--- src/common/sdces_pkg.sv ---
// Package: register map and field layout of the card event status block
package sdces_pkg;
    // Register byte addresses
    localparam logic [7:0] ADDR_STATUS = 8'h00;
    localparam logic [7:0] ADDR_CTRL = 8'h04;
    localparam logic [7:0] ADDR_MASK = 8'h08;
    localparam logic [7:0] ADDR_RXDATA = 8'h0C;
    localparam logic [7:0] ADDR_TXDATA = 8'h10;
    // Status bit positions
    localparam int B_DATA_COMPLETE = 0;
    localparam int B_BUSY_DONE = 1;
    localparam int B_CMD_RESP_DONE = 2;
    localparam int B_READ_TIMEOUT = 3;
    localparam int B_RESP_TIMEOUT = 4;
    localparam int B_WRITE_CRC = 5;
    localparam int B_READ_CRC = 6;
    localparam int B_RESP_CRC = 7;
    localparam int B_TX_READY = 9;
    localparam int B_RX_READY = 10;
    localparam int B_DAT3_EDGE = 11;
    localparam int B_XFER_DONE = 12;
    localparam int STATUS_W = 13;
    // Bits cleared by a status read
    localparam logic [12:0] READ_CLEAR_MASK = 13'h18FF;
    localparam logic [12:0] STATUS_RESET = 13'h0200;
    // Control fields
    localparam int C_DATA_RESET = 0;
    localparam int C_EDGE_LO = 6;
    localparam int C_EDGE_HI = 7;
    localparam logic [7:0] CTRL_RESET = 8'h00;
    localparam logic [12:0] MASK_RESET = 13'h0000;
    // DAT3 edge select codes
    localparam logic [1:0] EDGE_OFF = 2'h0;
    localparam logic [1:0] EDGE_RISE = 2'h1;
    localparam logic [1:0] EDGE_FALL = 2'h2;
    localparam logic [1:0] EDGE_BOTH = 2'h3;
    typedef enum logic [1:0] {
        DP_IDLE,
        DP_XFER,
        DP_WAIT_BUSY
    } sdces_dp_e;
endpackage : sdces_pkg

--- src/hw/sdces_top.sv ---
// Card event status register bank with APB slave and data path tracking
`timescale 1ns/1ps
// Summary of operation
// - Bit 12 sets when a programmed-length transfer finishes; zero otherwise.
// - Bit 11 sets on a selected DAT3 edge; a status read clears it.
// - Bit 10 sets when a new word lands in the receive register.
// - Receive ready clears on data reset, data-clear command or receive read.
// - Transmit ready bit 9 sets on data reset, data-clear command or write.
// - Transmit ready low means register sent and free for new data.
// - Bit 7 sets on a response CRC mismatch.
// - Bit 6 sets on a read-data block CRC mismatch.
// - Bit 5 sets on a write-data CRC error reported by the card.
// - Bit 4 sets when the response time-out expires.
// - Bit 3 sets when the read-data time-out expires.
// - Bit 2 sets on good response or fully sent no-response command.
// - Bit 1 sets on busy release or when expected busy is absent.
// - Bit 0 sets at transfer end after CRC check and programming complete.
// - Transfer done sets on the last byte, possibly before data done.
// - Commands are accepted at any time, even during a block transfer.
// - Command during transfer holds data path only if it expects busy.
// - Status read clears event bits except receive and transmit ready.
// - A masked 0-to-1 status transition raises the interrupt.
// - Data reset control holds the data-line logic in reset.
module sdces_top
    import sdces_pkg::*;
(
    // Clock and reset
    input wire logic pclk,
    input wire logic presetn,
    // APB slave
    input wire logic psel,
    input wire logic penable,
    input wire logic pwrite,
    input wire logic [7:0] paddr,
    input wire logic [31:0] pwdata,
    output logic [31:0] prdata,
    output logic pready,
    output logic pslverr,
    // Command path events
    input wire logic cmd_issue,
    input wire logic cmd_data_clear,
    input wire logic cmd_busy_expected,
    input wire logic resp_done,
    input wire logic resp_crc_err,
    input wire logic resp_timeout_evt,
    // Data path events
    input wire logic xfer_start,
    input wire logic last_byte_done,
    input wire logic read_crc_err,
    input wire logic write_crc_err,
    input wire logic read_timeout_evt,
    input wire logic crc_check_done,
    input wire logic card_prog_done,
    input wire logic busy_released,
    input wire logic busy_not_seen,
    // Receive and transmit words
    input wire logic rx_word_valid,
    input wire logic [31:0] rx_word,
    input wire logic dma_rx_read,
    input wire logic dma_tx_write,
    input wire logic [31:0] dma_tx_word,
    input wire logic tx_word_taken,
    output logic [31:0] tx_word,
    // Card pin
    input wire logic dat3_in,
    // To data path and processor
    output logic data_path_reset,
    output logic data_path_hold,
    output logic irq
);
    logic [12:0] status_r;
    logic [12:0] status_nxt;
    logic [12:0] mask_r;
    logic [12:0] mask_nxt;
    logic [7:0] ctrl_r;
    logic [7:0] ctrl_nxt;
    logic [31:0] rxd_r;
    logic [31:0] rxd_nxt;
    logic [31:0] txd_r;
    logic [31:0] txd_nxt;
    logic [31:0] prdata_r;
    logic [31:0] prdata_nxt;
    logic pready_r;
    logic pready_nxt;
    logic pslverr_r;
    logic pslverr_nxt;
    logic irq_r;
    logic irq_nxt;
    logic hold_r;
    logic hold_nxt;
    logic crc_seen_r;
    logic crc_seen_nxt;
    logic prog_seen_r;
    logic prog_seen_nxt;
    sdces_dp_e dp_r;
    sdces_dp_e dp_nxt;
    logic [12:0] rd_clear;
    logic [12:0] set_ev;
    logic access;
    logic first;
    logic dreset;
    logic data_clear_flag;
    logic rx_read;
    logic tx_write;
    logic dat3_edge;

    // Decoded register hit; unknown addresses answer with an error
    function automatic logic mapped(input logic [7:0] a);
        mapped = (a == ADDR_STATUS) || (a == ADDR_CTRL) ||
            (a == ADDR_MASK) || (a == ADDR_RXDATA) || (a == ADDR_TXDATA);
    endfunction : mapped

    sdces_dat3_edge u_dat3 (
        .pclk(pclk),
        .presetn(presetn),
        .hold_reset(ctrl_r[C_DATA_RESET]),
        .edge_sel(ctrl_r[C_EDGE_HI:C_EDGE_LO]),
        .dat3_in(dat3_in),
        .edge_pulse(dat3_edge)
    );

    // APB: one wait state; read data is captured in the first access cycle
    always_comb begin
        first = psel & penable & ~pready_r;
        access = psel & penable & pready_r;
        pready_nxt = first;
        pslverr_nxt = first & ~mapped(paddr);
        prdata_nxt = prdata_r;
        if (first) begin
            prdata_nxt = 32'h0000_0000;
            if (!pwrite) begin
                case (paddr)
                    ADDR_STATUS: prdata_nxt = {19'h0_0000, status_r};
                    ADDR_CTRL: prdata_nxt = {24'h00_0000, ctrl_r};
                    ADDR_MASK: prdata_nxt = {19'h0_0000, mask_r};
                    ADDR_RXDATA: prdata_nxt = rxd_r;
                    ADDR_TXDATA: prdata_nxt = txd_r;
                    default: prdata_nxt = 32'h0000_0000;
                endcase
            end
        end
    end

    // Register writes take effect only on the completing edge
    always_comb begin
        ctrl_nxt = ctrl_r;
        mask_nxt = mask_r;
        txd_nxt = txd_r;
        tx_write = dma_tx_write;
        if (dma_tx_write) begin
            txd_nxt = dma_tx_word;
        end
        if (access && pwrite) begin
            case (paddr)
                ADDR_CTRL: ctrl_nxt = pwdata[7:0];
                ADDR_MASK: mask_nxt = pwdata[12:0] & READ_CLEAR_MASK
                    | pwdata[12:0] & ~READ_CLEAR_MASK;
                ADDR_TXDATA: begin
                    txd_nxt = pwdata;
                    tx_write = 1'b1;
                end
                default: ctrl_nxt = ctrl_r;
            endcase
        end
        // Unused control bits read back as zero
        ctrl_nxt[5:1] = 5'h00;
    end

    // Receive register capture
    always_comb begin
        rxd_nxt = rxd_r;
        if (rx_word_valid) begin
            rxd_nxt = rx_word;
        end
        rx_read = dma_rx_read | (access & ~pwrite & (paddr == ADDR_RXDATA));
    end

    // Data path tracking for commands issued mid-transfer
    always_comb begin
        dp_nxt = dp_r;
        hold_nxt = 1'b0;
        case (dp_r)
            DP_IDLE: begin
                if (xfer_start) begin
                    dp_nxt = DP_XFER;
                end
            end
            DP_XFER: begin
                if (cmd_issue && cmd_busy_expected) begin
                    dp_nxt = DP_WAIT_BUSY;
                    hold_nxt = 1'b1;
                end else if (last_byte_done) begin
                    dp_nxt = DP_IDLE;
                end
            end
            DP_WAIT_BUSY: begin
                hold_nxt = 1'b1;
                if (busy_released || busy_not_seen) begin
                    dp_nxt = DP_IDLE;
                    hold_nxt = 1'b0;
                end
            end
            default: dp_nxt = DP_IDLE;
        endcase
        if (dreset) begin
            dp_nxt = DP_IDLE;
            hold_nxt = 1'b0;
        end
    end

    // Status events
    always_comb begin
        dreset = ctrl_r[C_DATA_RESET];
        // Commands are never gated by the data path state
        data_clear_flag = cmd_issue & cmd_data_clear;
        crc_seen_nxt = crc_seen_r | crc_check_done;
        prog_seen_nxt = prog_seen_r | card_prog_done;
        if (last_byte_done) begin
            crc_seen_nxt = crc_check_done;
            prog_seen_nxt = card_prog_done;
        end
        set_ev = 13'h0000;
        set_ev[B_XFER_DONE] = last_byte_done;
        set_ev[B_DAT3_EDGE] = dat3_edge;
        set_ev[B_RESP_CRC] = resp_crc_err;
        set_ev[B_READ_CRC] = read_crc_err;
        set_ev[B_WRITE_CRC] = write_crc_err;
        set_ev[B_RESP_TIMEOUT] = resp_timeout_evt;
        set_ev[B_READ_TIMEOUT] = read_timeout_evt;
        set_ev[B_CMD_RESP_DONE] = resp_done;
        set_ev[B_BUSY_DONE] = busy_released | busy_not_seen;
        // Data done waits for both CRC check and card programming
        set_ev[B_DATA_COMPLETE] = crc_seen_nxt & prog_seen_nxt &
            (crc_check_done | card_prog_done | last_byte_done);
        if (set_ev[B_DATA_COMPLETE]) begin
            crc_seen_nxt = 1'b0;
            prog_seen_nxt = 1'b0;
        end
        // Clear only what the read actually returned
        rd_clear = 13'h0000;
        if (access && !pwrite && paddr == ADDR_STATUS) begin
            rd_clear = prdata_r[12:0] & READ_CLEAR_MASK;
        end
        status_nxt = (status_r & ~rd_clear) |
            (set_ev & READ_CLEAR_MASK);
        if (rx_word_valid) begin
            status_nxt[B_RX_READY] = 1'b1;
        end else if (rx_read || data_clear_flag) begin
            status_nxt[B_RX_READY] = 1'b0;
        end
        if (tx_write || data_clear_flag || tx_word_taken == 1'b0 && dreset) begin
            status_nxt[B_TX_READY] = 1'b1;
        end else if (tx_word_taken) begin
            status_nxt[B_TX_READY] = 1'b0;
        end
        if (dreset) begin
            status_nxt[B_RX_READY] = 1'b0;
            status_nxt[B_TX_READY] = 1'b1;
            crc_seen_nxt = 1'b0;
            prog_seen_nxt = 1'b0;
        end
        status_nxt[8] = 1'b0;
        // Pulse on any newly set bit whose enable is on
        irq_nxt = |(status_nxt & ~status_r & mask_r);
    end

    always_ff @(posedge pclk or negedge presetn) begin
        if (!presetn) begin
            status_r <= STATUS_RESET;
            mask_r <= MASK_RESET;
            ctrl_r <= CTRL_RESET;
            rxd_r <= 32'h0000_0000;
            txd_r <= 32'h0000_0000;
            prdata_r <= 32'h0000_0000;
            pready_r <= 1'b0;
            pslverr_r <= 1'b0;
            irq_r <= 1'b0;
            hold_r <= 1'b0;
            crc_seen_r <= 1'b0;
            prog_seen_r <= 1'b0;
            dp_r <= DP_IDLE;
        end else begin
            status_r <= status_nxt;
            mask_r <= mask_nxt;
            ctrl_r <= ctrl_nxt;
            rxd_r <= rxd_nxt;
            txd_r <= txd_nxt;
            prdata_r <= prdata_nxt;
            pready_r <= pready_nxt;
            pslverr_r <= pslverr_nxt;
            irq_r <= irq_nxt;
            hold_r <= hold_nxt;
            crc_seen_r <= crc_seen_nxt;
            prog_seen_r <= prog_seen_nxt;
            dp_r <= dp_nxt;
        end
    end

    assign prdata = prdata_r;
    assign pready = pready_r;
    assign pslverr = pslverr_r;
    assign irq = irq_r;
    assign tx_word = txd_r;
    assign data_path_reset = ctrl_r[C_DATA_RESET];
    assign data_path_hold = hold_r;
endmodule : sdces_top

--- src/hw/sdces_dat3_edge.sv ---
// DAT3 pin synchroniser and selectable edge detector
`timescale 1ns/1ps
module sdces_dat3_edge
    import sdces_pkg::*;
(
    // Clock and reset
    input wire logic pclk,
    input wire logic presetn,
    // Control
    input wire logic hold_reset,
    input wire logic [1:0] edge_sel,
    // Pin and event
    input wire logic dat3_in,
    output logic edge_pulse
);
    logic meta_r;
    logic meta_nxt;
    logic sync_r;
    logic sync_nxt;
    logic last_r;
    logic last_nxt;
    logic pulse_r;
    logic pulse_nxt;
    logic rise;
    logic fall;

    always_comb begin
        meta_nxt = dat3_in;
        sync_nxt = meta_r;
        last_nxt = sync_r;
        rise = sync_r & ~last_r;
        fall = ~sync_r & last_r;
        case (edge_sel)
            EDGE_RISE: pulse_nxt = rise;
            EDGE_FALL: pulse_nxt = fall;
            EDGE_BOTH: pulse_nxt = rise | fall;
            default: pulse_nxt = 1'b0;
        endcase
        // Held quiet while the data side is in reset
        if (hold_reset) begin
            pulse_nxt = 1'b0;
        end
    end

    always_ff @(posedge pclk or negedge presetn) begin
        if (!presetn) begin
            // Idle high like the pin, so leaving reset shows no false edge
            meta_r <= 1'b1;
            sync_r <= 1'b1;
            last_r <= 1'b1;
            pulse_r <= 1'b0;
        end else begin
            meta_r <= meta_nxt;
            sync_r <= sync_nxt;
            last_r <= last_nxt;
            pulse_r <= pulse_nxt;
        end
    end

    assign edge_pulse = pulse_r;
endmodule : sdces_dat3_edge

--- config.mk ---
export PLATFORM = sky130hd
export DESIGN_NAME = sdces_top
export DESIGN_NICKNAME = d
export VERILOG_FILES = /design/src/common/sdces_pkg.sv /design/src/hw/sdces_top.sv /design/src/hw/sdces_dat3_edge.sv
export SDC_FILE = /design/constraint.sdc
export NUM_CORES = 1
export LEC_CHECK = 0
export ABC_AREA = 1
export BUFFER_PORTS_ARGS = -buffer_cell sky130_fd_sc_hd__buf_2
export CAP_MARGIN = 20
export CORE_AREA = 3 3 118 120
export CTS_CLUSTER_SIZE = 40
export DETAILED_ROUTE_END_ITERATION = 12
export DIE_AREA = 0 0 121 123
export GPL_TIMING_DRIVEN = 0
export PLACE_DENSITY = 0.86
export SLEW_MARGIN = 10
export SYNTH_ARGS = -nofsm -noshare
export SYNTH_HDL_FRONTEND = slang
export SYNTH_SLANG_ARGS = --single-unit
--- constraint.sdc ---
create_clock -name pclk -period 3.9 [get_ports pclk]
set_clock_uncertainty 0.15 [all_clocks]
set_input_delay 0.195 -clock pclk [delete_from_list [all_inputs] [get_ports pclk]]
set_output_delay 0.195 -clock pclk [all_outputs]
set_load 0.1 [all_outputs]
# == After elaboration in Yosys (flattened, before gate mapping) ==
# Cells that the tools add are included.
# word_totals
register_bits,136
output_inout_bits,69
elab_cells,111
inputBits,129
# op_classes
eq_ne,12
muxes,31
n_reduce_logical,20
bitwise,31
# ops
cell,count
$pmux W32 S5,1
$mux W32,4
$and A13 B13 Y13,3
$not A13 Y13,2
$eq A8 B4 Y1 const B,2
$mux W1,16
$mux W13,1
$or A13 B11 Y13,1
$or A13 B13 Y13,1
$reduce_or A13 Y1,1
$mux W2,6
$and A1 B1 Y1,11
$eq A8 B3 Y1 const B,1
$eq A8 B5 Y1 const B,1
$logic_not A8 Y1,1
$logic_or A1 B1 Y1,8
$or A1 B1 Y1,7
$eq A2 B2 Y1 const B,3
$ne A3 B3 Y1 const B,2
$not A1 Y1,6
$pmux W2 S3,1
$logic_and A1 B1 Y1,5
$eq A2 B1 Y1 const B,2
$ne A4 B4 Y1 const B,1
6 further kinds,7

# == Depth between registers and ports, before layout ==
# Gate-level depths: netlist of the first run.
# logic_depth
word_depth,14
mapped_depth,11
depth_no_buf,10

# == Hierarchy ==
# Synthesis of the first run repeated with hierarchy kept, for this count alone.
# unflattened
hier_cells,767
hier_area_um2,6458.7
# modules_own_cells
module,seq_area_each_um2,area_per_inst_um2,cells_each,instances
sdces_top,3304.4,6277.3,747,1
sdces_dat3_edge,103.8,181.4,20,1

# == Least setup slack after synthesis of the first run ==
# Ideal clock, no wire load.
# synth_path
path_type,register -> register
startpoint,"register pready_r, in the netlist pready"
endpoint,register mask_r[10]
period_less_slack_ns,2.111
path_slack_ns,1.789
path_stages_with_launch,7
setup_time_ns,0.121
t_arrival_ns,1.840
path_buffers,1
required_ns,3.629
path_cell_list,dfrtp_1 > nand3_1 > nor2_1 > nand3_1 > clkbuf_1 > nand2_1 > o21ai_1
# synth_via
elab_chain_len,3
# synth_rtl
item,line_no,rtl
from (decl),sdces_top.sv:83,logic pready_r;
from (signal assigned),sdces_top.sv:289,pready_r <= pready_nxt;
$and A1 B1 Y1,sdces_top.sv:125,access = psel & penable & pready_r;
$logic_and A1 B1 Y1,sdces_top.sv:153,if (access && pwrite) begin
$reduce_and A2 Y1 (no line),--,
to (signal assigned),sdces_top.sv:284,mask_r <= mask_nxt;
to (decl),sdces_top.sv:73,logic [12:0] mask_r;
# Every way passes these cells.
# A chain may end at the register's enable or synchronous reset.

# == Worst setup path after layout of the first run ==
# layout_path
startpoint,input penable
endpoint,"register txd_r[29], in the netlist tx_word[29]"
# layout_via
elab_chain_len,4
# layout_rtl
item,line_no,rtl
from (decl),sdces_top.sv:32,"input wire logic penable,"
$and A1 B1 Y1 (2 in a row),sdces_top.sv:125,
$logic_and A1 B1 Y1,sdces_top.sv:153,
$mux W32,sdces_top.sv:153,
named net txd_nxt[29],sdces_top.sv:80,logic [31:0] txd_nxt;
to (signal assigned),sdces_top.sv:287,txd_r <= txd_nxt;
to (decl),sdces_top.sv:79,logic [31:0] txd_r;
# The timed path passes the listed nets, and every way through them passes these cells.

==> impl_results.md, run 1 <==
- Status: finished, final reports clean
- Worst setup path class: input port to flip-flop
- Yosys top cell area share: 51.5%
- Psw: 0.00118 W
- Slowest stage delay, CP: 0.58 ns
- Die area: 0.0149 sq mm
- Capturing point of the worst reg2reg path: tx_word[29]
- Gate power share: 19.4%
- Sequential fraction of the synthesis area: 53.1%
- Multi-input gate area: 0.00254 sq mm
- GR Util All Layers: 31.2%
- Worst-Skew Late Latency: 0.41 ns
- Post-DP HPWL: 14.2 mm
- Fin crit share: 62.8%
- Worst-margin pin slew: 0.590 ns
- Post-synth ARST share: 100%
- Worst Path Required: 4.04 ns
- Slowest stage cell, crit path: dlygate4sd3_1
- RSZ-0062 raised after global routing: false
- Synth cell types: 30
- Worst-case headroom to the max-slew limit: 60.7%
- Hold crit path type: input port to flip-flop
- Row count: 42
- Detailed Route Iter0 Violations: 725
- Routed Antenna Nets: 0
- Final instance area: 0.00942 sq mm
- Share of layout cells above drive strength 1: 24.4%
- Port bufs: 195
- Clk sink count: 136
- CTS tree: yes
- Flop pwr share: 39.0%
- Min cycle time layout: 2.45 ns
- Die Ht: 123 microns
- Congestion Overflow GR: 0
- CP delay by family, top: buffers and inverters
- Max Clk Rate: 408 MHz
- Crit path DAT: 2.59 ns
- Synth Instances: 768
- Reg-to-reg critical path startpoint: pready
- Hold Fails Final Rpt: 0
- Setup TNS Final: 0 ns
- Critical-path cell list: dlygate4sd3_1, buf_2, nand3_1, nor2_1, nand2_1, buf_2, buf_4, nor2_1, a21oi_1, dlygate4sd3_1
- CORE AREA: 0.0131 sq mm
- Flip-flop and latch area: 0.00341 sq mm
- YS warnings: 0
- # setup viols final: 0
- Number of synthesized flops with an enable pin: 0
- First-pass GRT wire length: 35.7 mm
- Root buf cell: clkbuf_16
- Worst Hold End: pslverr
- Die Wd: 121 microns
- Most common flop cell mapped by yosys: dfrtp_1
- Worst VDD drop: 0.000299 V
- Area leader, netlist: dfrtp_1
- CP Launch Type: input port
- Sw frac: 29.7%
- Initial Util: 49.1%
- R2R depth: 8
- Worst R2R Setup Slack: 1.50 ns
- Drt wl/cell: 18.1 microns
- Slew Limit Fails: 0
- Clock power frac: 41.5%
- Drt first pass iters: 8
- Area contributors post-synth: dfrtp_1 (51%), nand2_1 (13%), mux2i_1 (5.0%), inv_1 (4.2%), o21ai_0 (4.0%)
- Hold Path Origin: paddr[2]
- Routed wire length: 23.3 mm
- Number of global-route vias before repair: 7020
- Net Count, Synth: 902
- Worst setup EP type: flip-flop
- Critical Path Source: penable
- Clock transition at path regs: 0.06 ns
- Io pins: 198
- Area Growth Syn to Fin: 46.8%
- Hold Crit Depth: 4
- Vias per cell: 5.36
- CP Max Fanout: 10
- Internal: 0.00280 W
- Final nets: 1232
- Yosys reg bits: 136
- Fillcell total: 891
- GP Congestion: 0.935
- DR vias: 6913
- Post-placement cell count: 1140
- Maximum clock path buffer count: 2
- CTS H-Tree Depth: 4
- Pwr per Cell Area: 423 mW/mm^2
- CTS buffer count: 17
- Bufs and invs on worst path: 5
- Fin util: 72.0%
- Total of max-cap violations: 0
- Leakage: 4.99 nW
- Residual DRC count: 0
- Placed Instance Area: 0.00765 sq mm
- Initial antenna violation count: 0
- Syn avg cell area: 8.36 sq um
- Post-Syn Area: 0.00642 sq mm
- Hold_ws: 0.0398 ns
- Largest net degree at the start of global routing: 84
- Non-filler cells, final: 1289
Yosys cell counts (9+ instances only):
cell / count
a21oi_1: 39
buf_2: 18
nand3_1: 49
nor2_1: 67
o21ai_1: 14
clkbuf_1: 16
dfrtp_1: 132
mux2i_1: 32
inv_1: 72
o21ai_0: 51
nand2_1: 228
mux2_2: 9
area by class of cell:
type	count	area share, %
Multi-Input combinational cell	520	26.9
Clock buffer	21	4.99
Sequential cell	136	36.2
Inverter	74	2.97
Buffer	38	2.03
Antenna cell	2	0.0531
Tap cell	176	2.34
Timing Repair Buffer	311	22.9
Clock inverter	11	1.55
stage by stage:
step / total power [W] / setup slack (ns)
6_report: 0.00399 / 1.45
5_1_grt: 0.00411 / 1.26
4_1_cts: 0.00396 / 1.58
3_5_place_dp: 0.00222 / 2.03
3_3_place_gp: 0.00220 / 0.639
2_1_floorplan: 0.00201 / 1.79
cells in the final DEF (no fill, tap or decap), types with 4 or more instances in the layout:
cell type	instances
a21oi_1	39
nor2_1	67
clkbuf_1	17
o21ai_1	14
dlygate4sd3_1	115
dfrtp_1	132
dfstp_2	4
nand4_1	8
ha_1	5
nand2_1	228
clkinvlp_4	5
clkbuf_16	17
mux2_2	9
mux2i_1	32
inv_1	72
buf_2	212
nand3_1	49
o21ai_0	51
sequential cells by signal, summed over array words and instances, names as in the netlist:
signal / cells
prog_seen_r: 1
prdata: 32
ctrl_r: 3
data_path_hold: 1
u_dat3.edge_pulse: 1
rxd_r: 32
irq: 1
crc_seen_r: 1
dp_r: 2
u_dat3.meta_r: 1
pready: 1
pslverr: 1
u_dat3.last_nxt: 1
tx_word: 32
u_dat3.last_r: 1
status_r: 12
mask_r: 13
how the worst max path moves through the flow:
stage	end	cells past startpoint	slack (ns)
2_1_floorplan	mask_r[10]	6	1.79
6_report	tx_word[29]	10	1.45
3_5_place_dp	mask_r[3]	6	2.03
3_3_place_gp	tx_word[6]	1	0.64
4_1_cts	tx_word[13]	10	1.58
5_1_grt	tx_word[24]	10	1.26
power groups by stage:
stage | Clock (W) | Combinational [W] | Sequential (W)
global route | 0.00173 | 0.000821 | 0.00156
floorplan | 0 | 0.000171 | 0.00184
finish | 0.00166 | 0.000775 | 0.00156
detailed placement | 0 | 0.000640 | 0.00158
global placement | 0 | 0.000625 | 0.00157
CTS | 0.00166 | 0.000747 | 0.00155
per-layer routing:
metal  routed length (microns)  global-route usage [%]  part of all wire (%)  vias up
met4                      1200                    16.9                   5.1        0
met2                     11400                    51.5                    49      397
met1                      9070                    38.6                    39     3292
met3                      1620                    6.36                   7.0      103
li1                          -                       -                     -     3121
met5                         0                       0                     0        -
logic make-up (layout without fill, tap and decap cells):
family | count (synthesis) | after routing | synth area share (%)
compound gates | 112 | 112 | 9.04
fa+ha+maj | 5 | 5 | 0.975
buf+inv | 112 | 455 | 7.35
flops | 136 | 136 | 53.1
mux | 41 | 41 | 6.57
other cells | 0 | 2 | 0
simple gates | 362 | 362 | 23.0
worst reg2reg max path, cell delays in order (launching register included):
cell and delay [ns]:
dfrtp_1 0.36, nand3_1 0.10, nor2_1 0.30, nand2_1 0.11
buf_2 0.22, buf_4 0.21, nor2_1 0.18, a21oi_1 0.09
dlygate4sd3_1 0.58
repair_timing:
| action | in CTS | in global routing |
|---|---|---|
| hold buffers | 115 | 0 |
| gates resized for setup | 0 | 0 |
| setup buffers | 0 | 0 |
| hold endpoints to repair | 148 | 0 |
Note: power is estimated with default switching activity, not from simulation.
==> run 2: changes to the inputs <==
--- a/config.mk
+++ b/config.mk
@@ -5,15 +5,15 @@
 export SDC_FILE = /design/constraint.sdc
 export NUM_CORES = 1
 export LEC_CHECK = 0
-export ABC_AREA = 1
+export ABC_AREA = 0
 export BUFFER_PORTS_ARGS = -buffer_cell sky130_fd_sc_hd__buf_2
 export CAP_MARGIN = 20
-export CORE_AREA = 3 3 118 120
+export CORE_AREA = 3 3 121 123
 export CTS_CLUSTER_SIZE = 40
 export DETAILED_ROUTE_END_ITERATION = 12
-export DIE_AREA = 0 0 121 123
+export DIE_AREA = 0 0 124 126
 export GPL_TIMING_DRIVEN = 0
-export PLACE_DENSITY = 0.86
+export PLACE_DENSITY = 0.84
 export SLEW_MARGIN = 10
 export SYNTH_ARGS = -nofsm -noshare
 export SYNTH_HDL_FRONTEND = slang
==> constraint.sdc (replaced) <==
create_clock -name pclk -period 1.95 [get_ports pclk]
set_clock_uncertainty 0.15 [all_clocks]
set_input_delay 0.0975 -clock pclk [delete_from_list [all_inputs] [get_ports pclk]]
set_output_delay 0.0975 -clock pclk [all_outputs]
set_load 0.1 [all_outputs]
==> run 2 against run 1 <==
Highest routed layer is now met5. Sequential cell count did not move. Register-to-register slack worse by 1.5 ns. Critical endpoint is now irq. Die area rose by 5.0%. Clock power up 96%.
==> impl_results.md, run 2 <==
- Status: finished, final reports clean
- Final nets: 1013 (-18%)
- CTS buffer count: 17 (unchanged)
- Routed wire length: 22.2 mm (-4.7%)
- Residual DRC count: 0 (unchanged)
- Psw: 0.00233 W (+96%)
- Worst-margin pin slew: 0.915 ns (+0.325 ns)
- Root buf cell: clkbuf_16
- CP Launch Type: flip-flop
- Leading cell type in the layout, fill and taps excluded: buf_2
- Maximum clock path buffer count: 2 (unchanged)
- Pwr per Cell Area: 853 mW/mm^2 (+100%)
- Most frequent cells in the layout: buf_2 (198), dfrtp_1 (130), dlygate4sd3_1 (123)
- Area contributors post-synth: dfrtp_1 (53%), mux2i_1 (9.4%), mux2_2 (6.0%), a21oi_1 (3.0%), mux2_1 (2.9%)
- Sequential fraction of the synthesis area: 54.9% (+1.8 points)
- Fin util: 67.7% (-4.3 points)
- Hold_ws: 0.0648 ns (+0.0250 ns)
- Post-Syn Area: 0.00621 sq mm (-3.3%)
- R2R depth: 4 (-4)
- Worst-Skew Late Latency: 0.42 ns (about the same)
- Share of layout cells above drive strength 1: 32.4% (+8.0 points)
- Die area: 0.0156 sq mm (+5.0%)
- Dpl ws: -0.457 ns (-2.48 ns)
- Fin crit share: 98.8%
- Initial Util: 45.1% (-4.0 points)
- Synth cell types: 47 (+57%)
- Yosys top cell area share: 53.2% (+1.8 points)
- Area leader, netlist: dfrtp_1
- Syn avg cell area: 11.5 sq um (+38%)
- Area Growth Syn to Fin: 50.3%
- Largest net degree at the start of global routing: 78 (-7.1%)
- GR Util All Layers: 28.7% (-2.4 points)
- Congestion Overflow GR: 0 (unchanged)
- Initial antenna violation count: 3 (+3)
- Io pins: 198 (unchanged)
- Fillcell total: 1018 (+14%)
- DR vias: 5924 (-14%)
- First-pass GRT wire length: 33.8 mm (-5.2%)
- Min cycle time layout: 1.93 ns
- Internal: 0.00563 W (+100%)
- Clock transition at path regs: 0.06 ns (about the same)
- Slew Limit Fails: 0 (unchanged)
- Drt first pass iters: 5 (-3)
- Hold Fails Final Rpt: 0 (unchanged)
- Clock power frac: 41.0% (-0.5 points)
- Most common flop cell mapped by yosys: dfrtp_1
- Fin worst setup slack: 0.0227 ns (-1.43 ns)
- Worst VDD drop: 0.000554 V (+85%)
- Placed Instance Area: 0.00744 sq mm (-2.8%)
- Crit path DAT: 2.07 ns (-0.52 ns)
- Setup TNS Final: 0 ns (unchanged)
- Max Clk Rate: 519 MHz
- Ant diodes: 0 (-2)
- Most frequent cell after synthesis: dfrtp_1
- Number of global-route vias before repair: 6388 (-9.0%)
- # setup viols final: 0 (unchanged)
- Post-DP HPWL: 13.7 mm (-4.0%)
- Number of synthesized flops with an enable pin: 0 (unchanged)
- Worst R2R Setup Slack: 0.02 ns (-1.48 ns)
- CP Max Fanout: 10 (unchanged)
- Row count: 43 (+2.4%)
- Drt wl/cell: 20.7 microns (+15%)
- Detailed Route Iter0 Violations: 307 (-58%)
- CORE AREA: 0.0138 sq mm (+5.3%)
- Total of max-cap violations: 0 (unchanged)
- Vias per cell: 5.54 (+3.2%)
- Sw frac: 29.2% (-0.46 points)
- Flop pwr share: 39.3% (+0.3 points)
- Routed Antenna Nets: 0 (unchanged)
- Clk sink count: 136 (unchanged)
- Port bufs: 193 (-1.0%)
- Die Ht: 126 microns (+2.4%)
- GP Congestion: 0.868 (-7.1%)
- Worst-case headroom to the max-slew limit: 39.0% (-22 points)
- Synth cell count leaders: dfrtp_1 (132), mux2i_1 (58), nor2_1 (40)
- Die Wd: 124 microns (+2.5%)
- YS warnings: 0 (unchanged)
- Leakage: 4.52 nW (-9.3%)
- Post-synth ARST share: 100% (unchanged)
- Final instance area: 0.00933 sq mm (-1.0%)
- Hold crit path type: input port to async pin
- CTS tree: yes
- Gate power share: 19.7% (+0.3 points)
- Synth Instances: 540 (-30%)
- Worst Path Required: 2.09 ns (-1.95 ns)
- Worst setup path class: flip-flop to flip-flop
- CTS H-Tree Depth: 4 (unchanged)
- Yosys reg bits: 136 (unchanged)
- Worst setup EP type: flip-flop
- Net Count, Synth: 674 (-25%)
## run 2: cells by family (layout without fill, tap and decap cells)
| kind of cell | count (synthesis) | count (layout) | synth area share (%) |
|---|---|---|---|
| flops | 136 | 136 | 54.9 |
| fa+ha+maj | 5 | 5 | 1.01 |
| simple gates | 121 | 121 | 9.86 |
| mux | 107 | 107 | 18.2 |
| buf+inv | 45 | 395 | 3.08 |
| compound gates | 126 | 126 | 12.9 |
## run 2: power groups by stage
stage | clock (W) | sequential (W) | combinational (W)
finish | 0.00326 | 0.00313 | 0.00157
global route | 0.00342 | 0.00315 | 0.00166
CTS | 0.00329 | 0.00312 | 0.00153
detailed placement | 0 | 0.00317 | 0.00133
global placement | 0 | 0.00316 | 0.00130
floorplan | 0 | 0.00368 | 0.000396
## run 2: worst max-delay path, stage by stage (launching register included)
cell and delay (ns):
dfrtp_2 0.43, clkbuf_1 0.29, a211oi_2 0.37, a21oi_1 0.16, a2111o_1 0.41
## run 2: repair_timing
item	CTS	global route
setup buffers	2	1
pin swaps	0	1
resized for setup	7	7
setup endpoints to repair	63	36
hold buffers	123	0
hold endpoints to repair	160	0
## run 2: worst paths after layout
check,from,to
worst max-delay path,ctrl_r[0],irq
worst min-delay path,presetn,data_path_hold
worst max register to register,ctrl_r[0],irq
worst min register to register,u_dat3.meta_r,u_dat3.last_nxt
max in group asynchronous,presetn,status_r[9]
min in group pclk,rx_word_valid,rxd_r[31]
## run 2: per-layer routing
metal,share of wire [%],routed length (microns),vias up,track usage [%]
li1,-,-,2634,-
met2,49,10800,326,46.7
met5,0.20,44,-,0
met1,39,8600,2890,34.5
met3,7.6,1700,68,7.50
met4,4.6,1010,6,15.7
## run 2: layout make-up
cell class / count / area (sq um) / share of cell area [%]
Timing Repair Buffer: 320 / 2270 / 24.3
Multi-Input combinational cell: 359 / 2620 / 28.1
Sequential cell: 136 / 3410 / 36.6
Clock inverter: 6 / 88.8 / 0.953
Clock buffer: 24 / 512 / 5.49
Tap cell: 180 / 225 / 2.41
Inverter: 13 / 48.8 / 0.523
Buffer: 32 / 156 / 1.68
## run 2: metrics by stage
stage | std cells | power, W
6_report | 1070 | 0.00795
5_1_grt | 1070 | 0.00822
4_1_cts | 1069 | 0.00794
3_5_place_dp | 914 | 0.00450
3_3_place_gp | 913 | 0.00446
2_1_floorplan | 540 | 0.00408
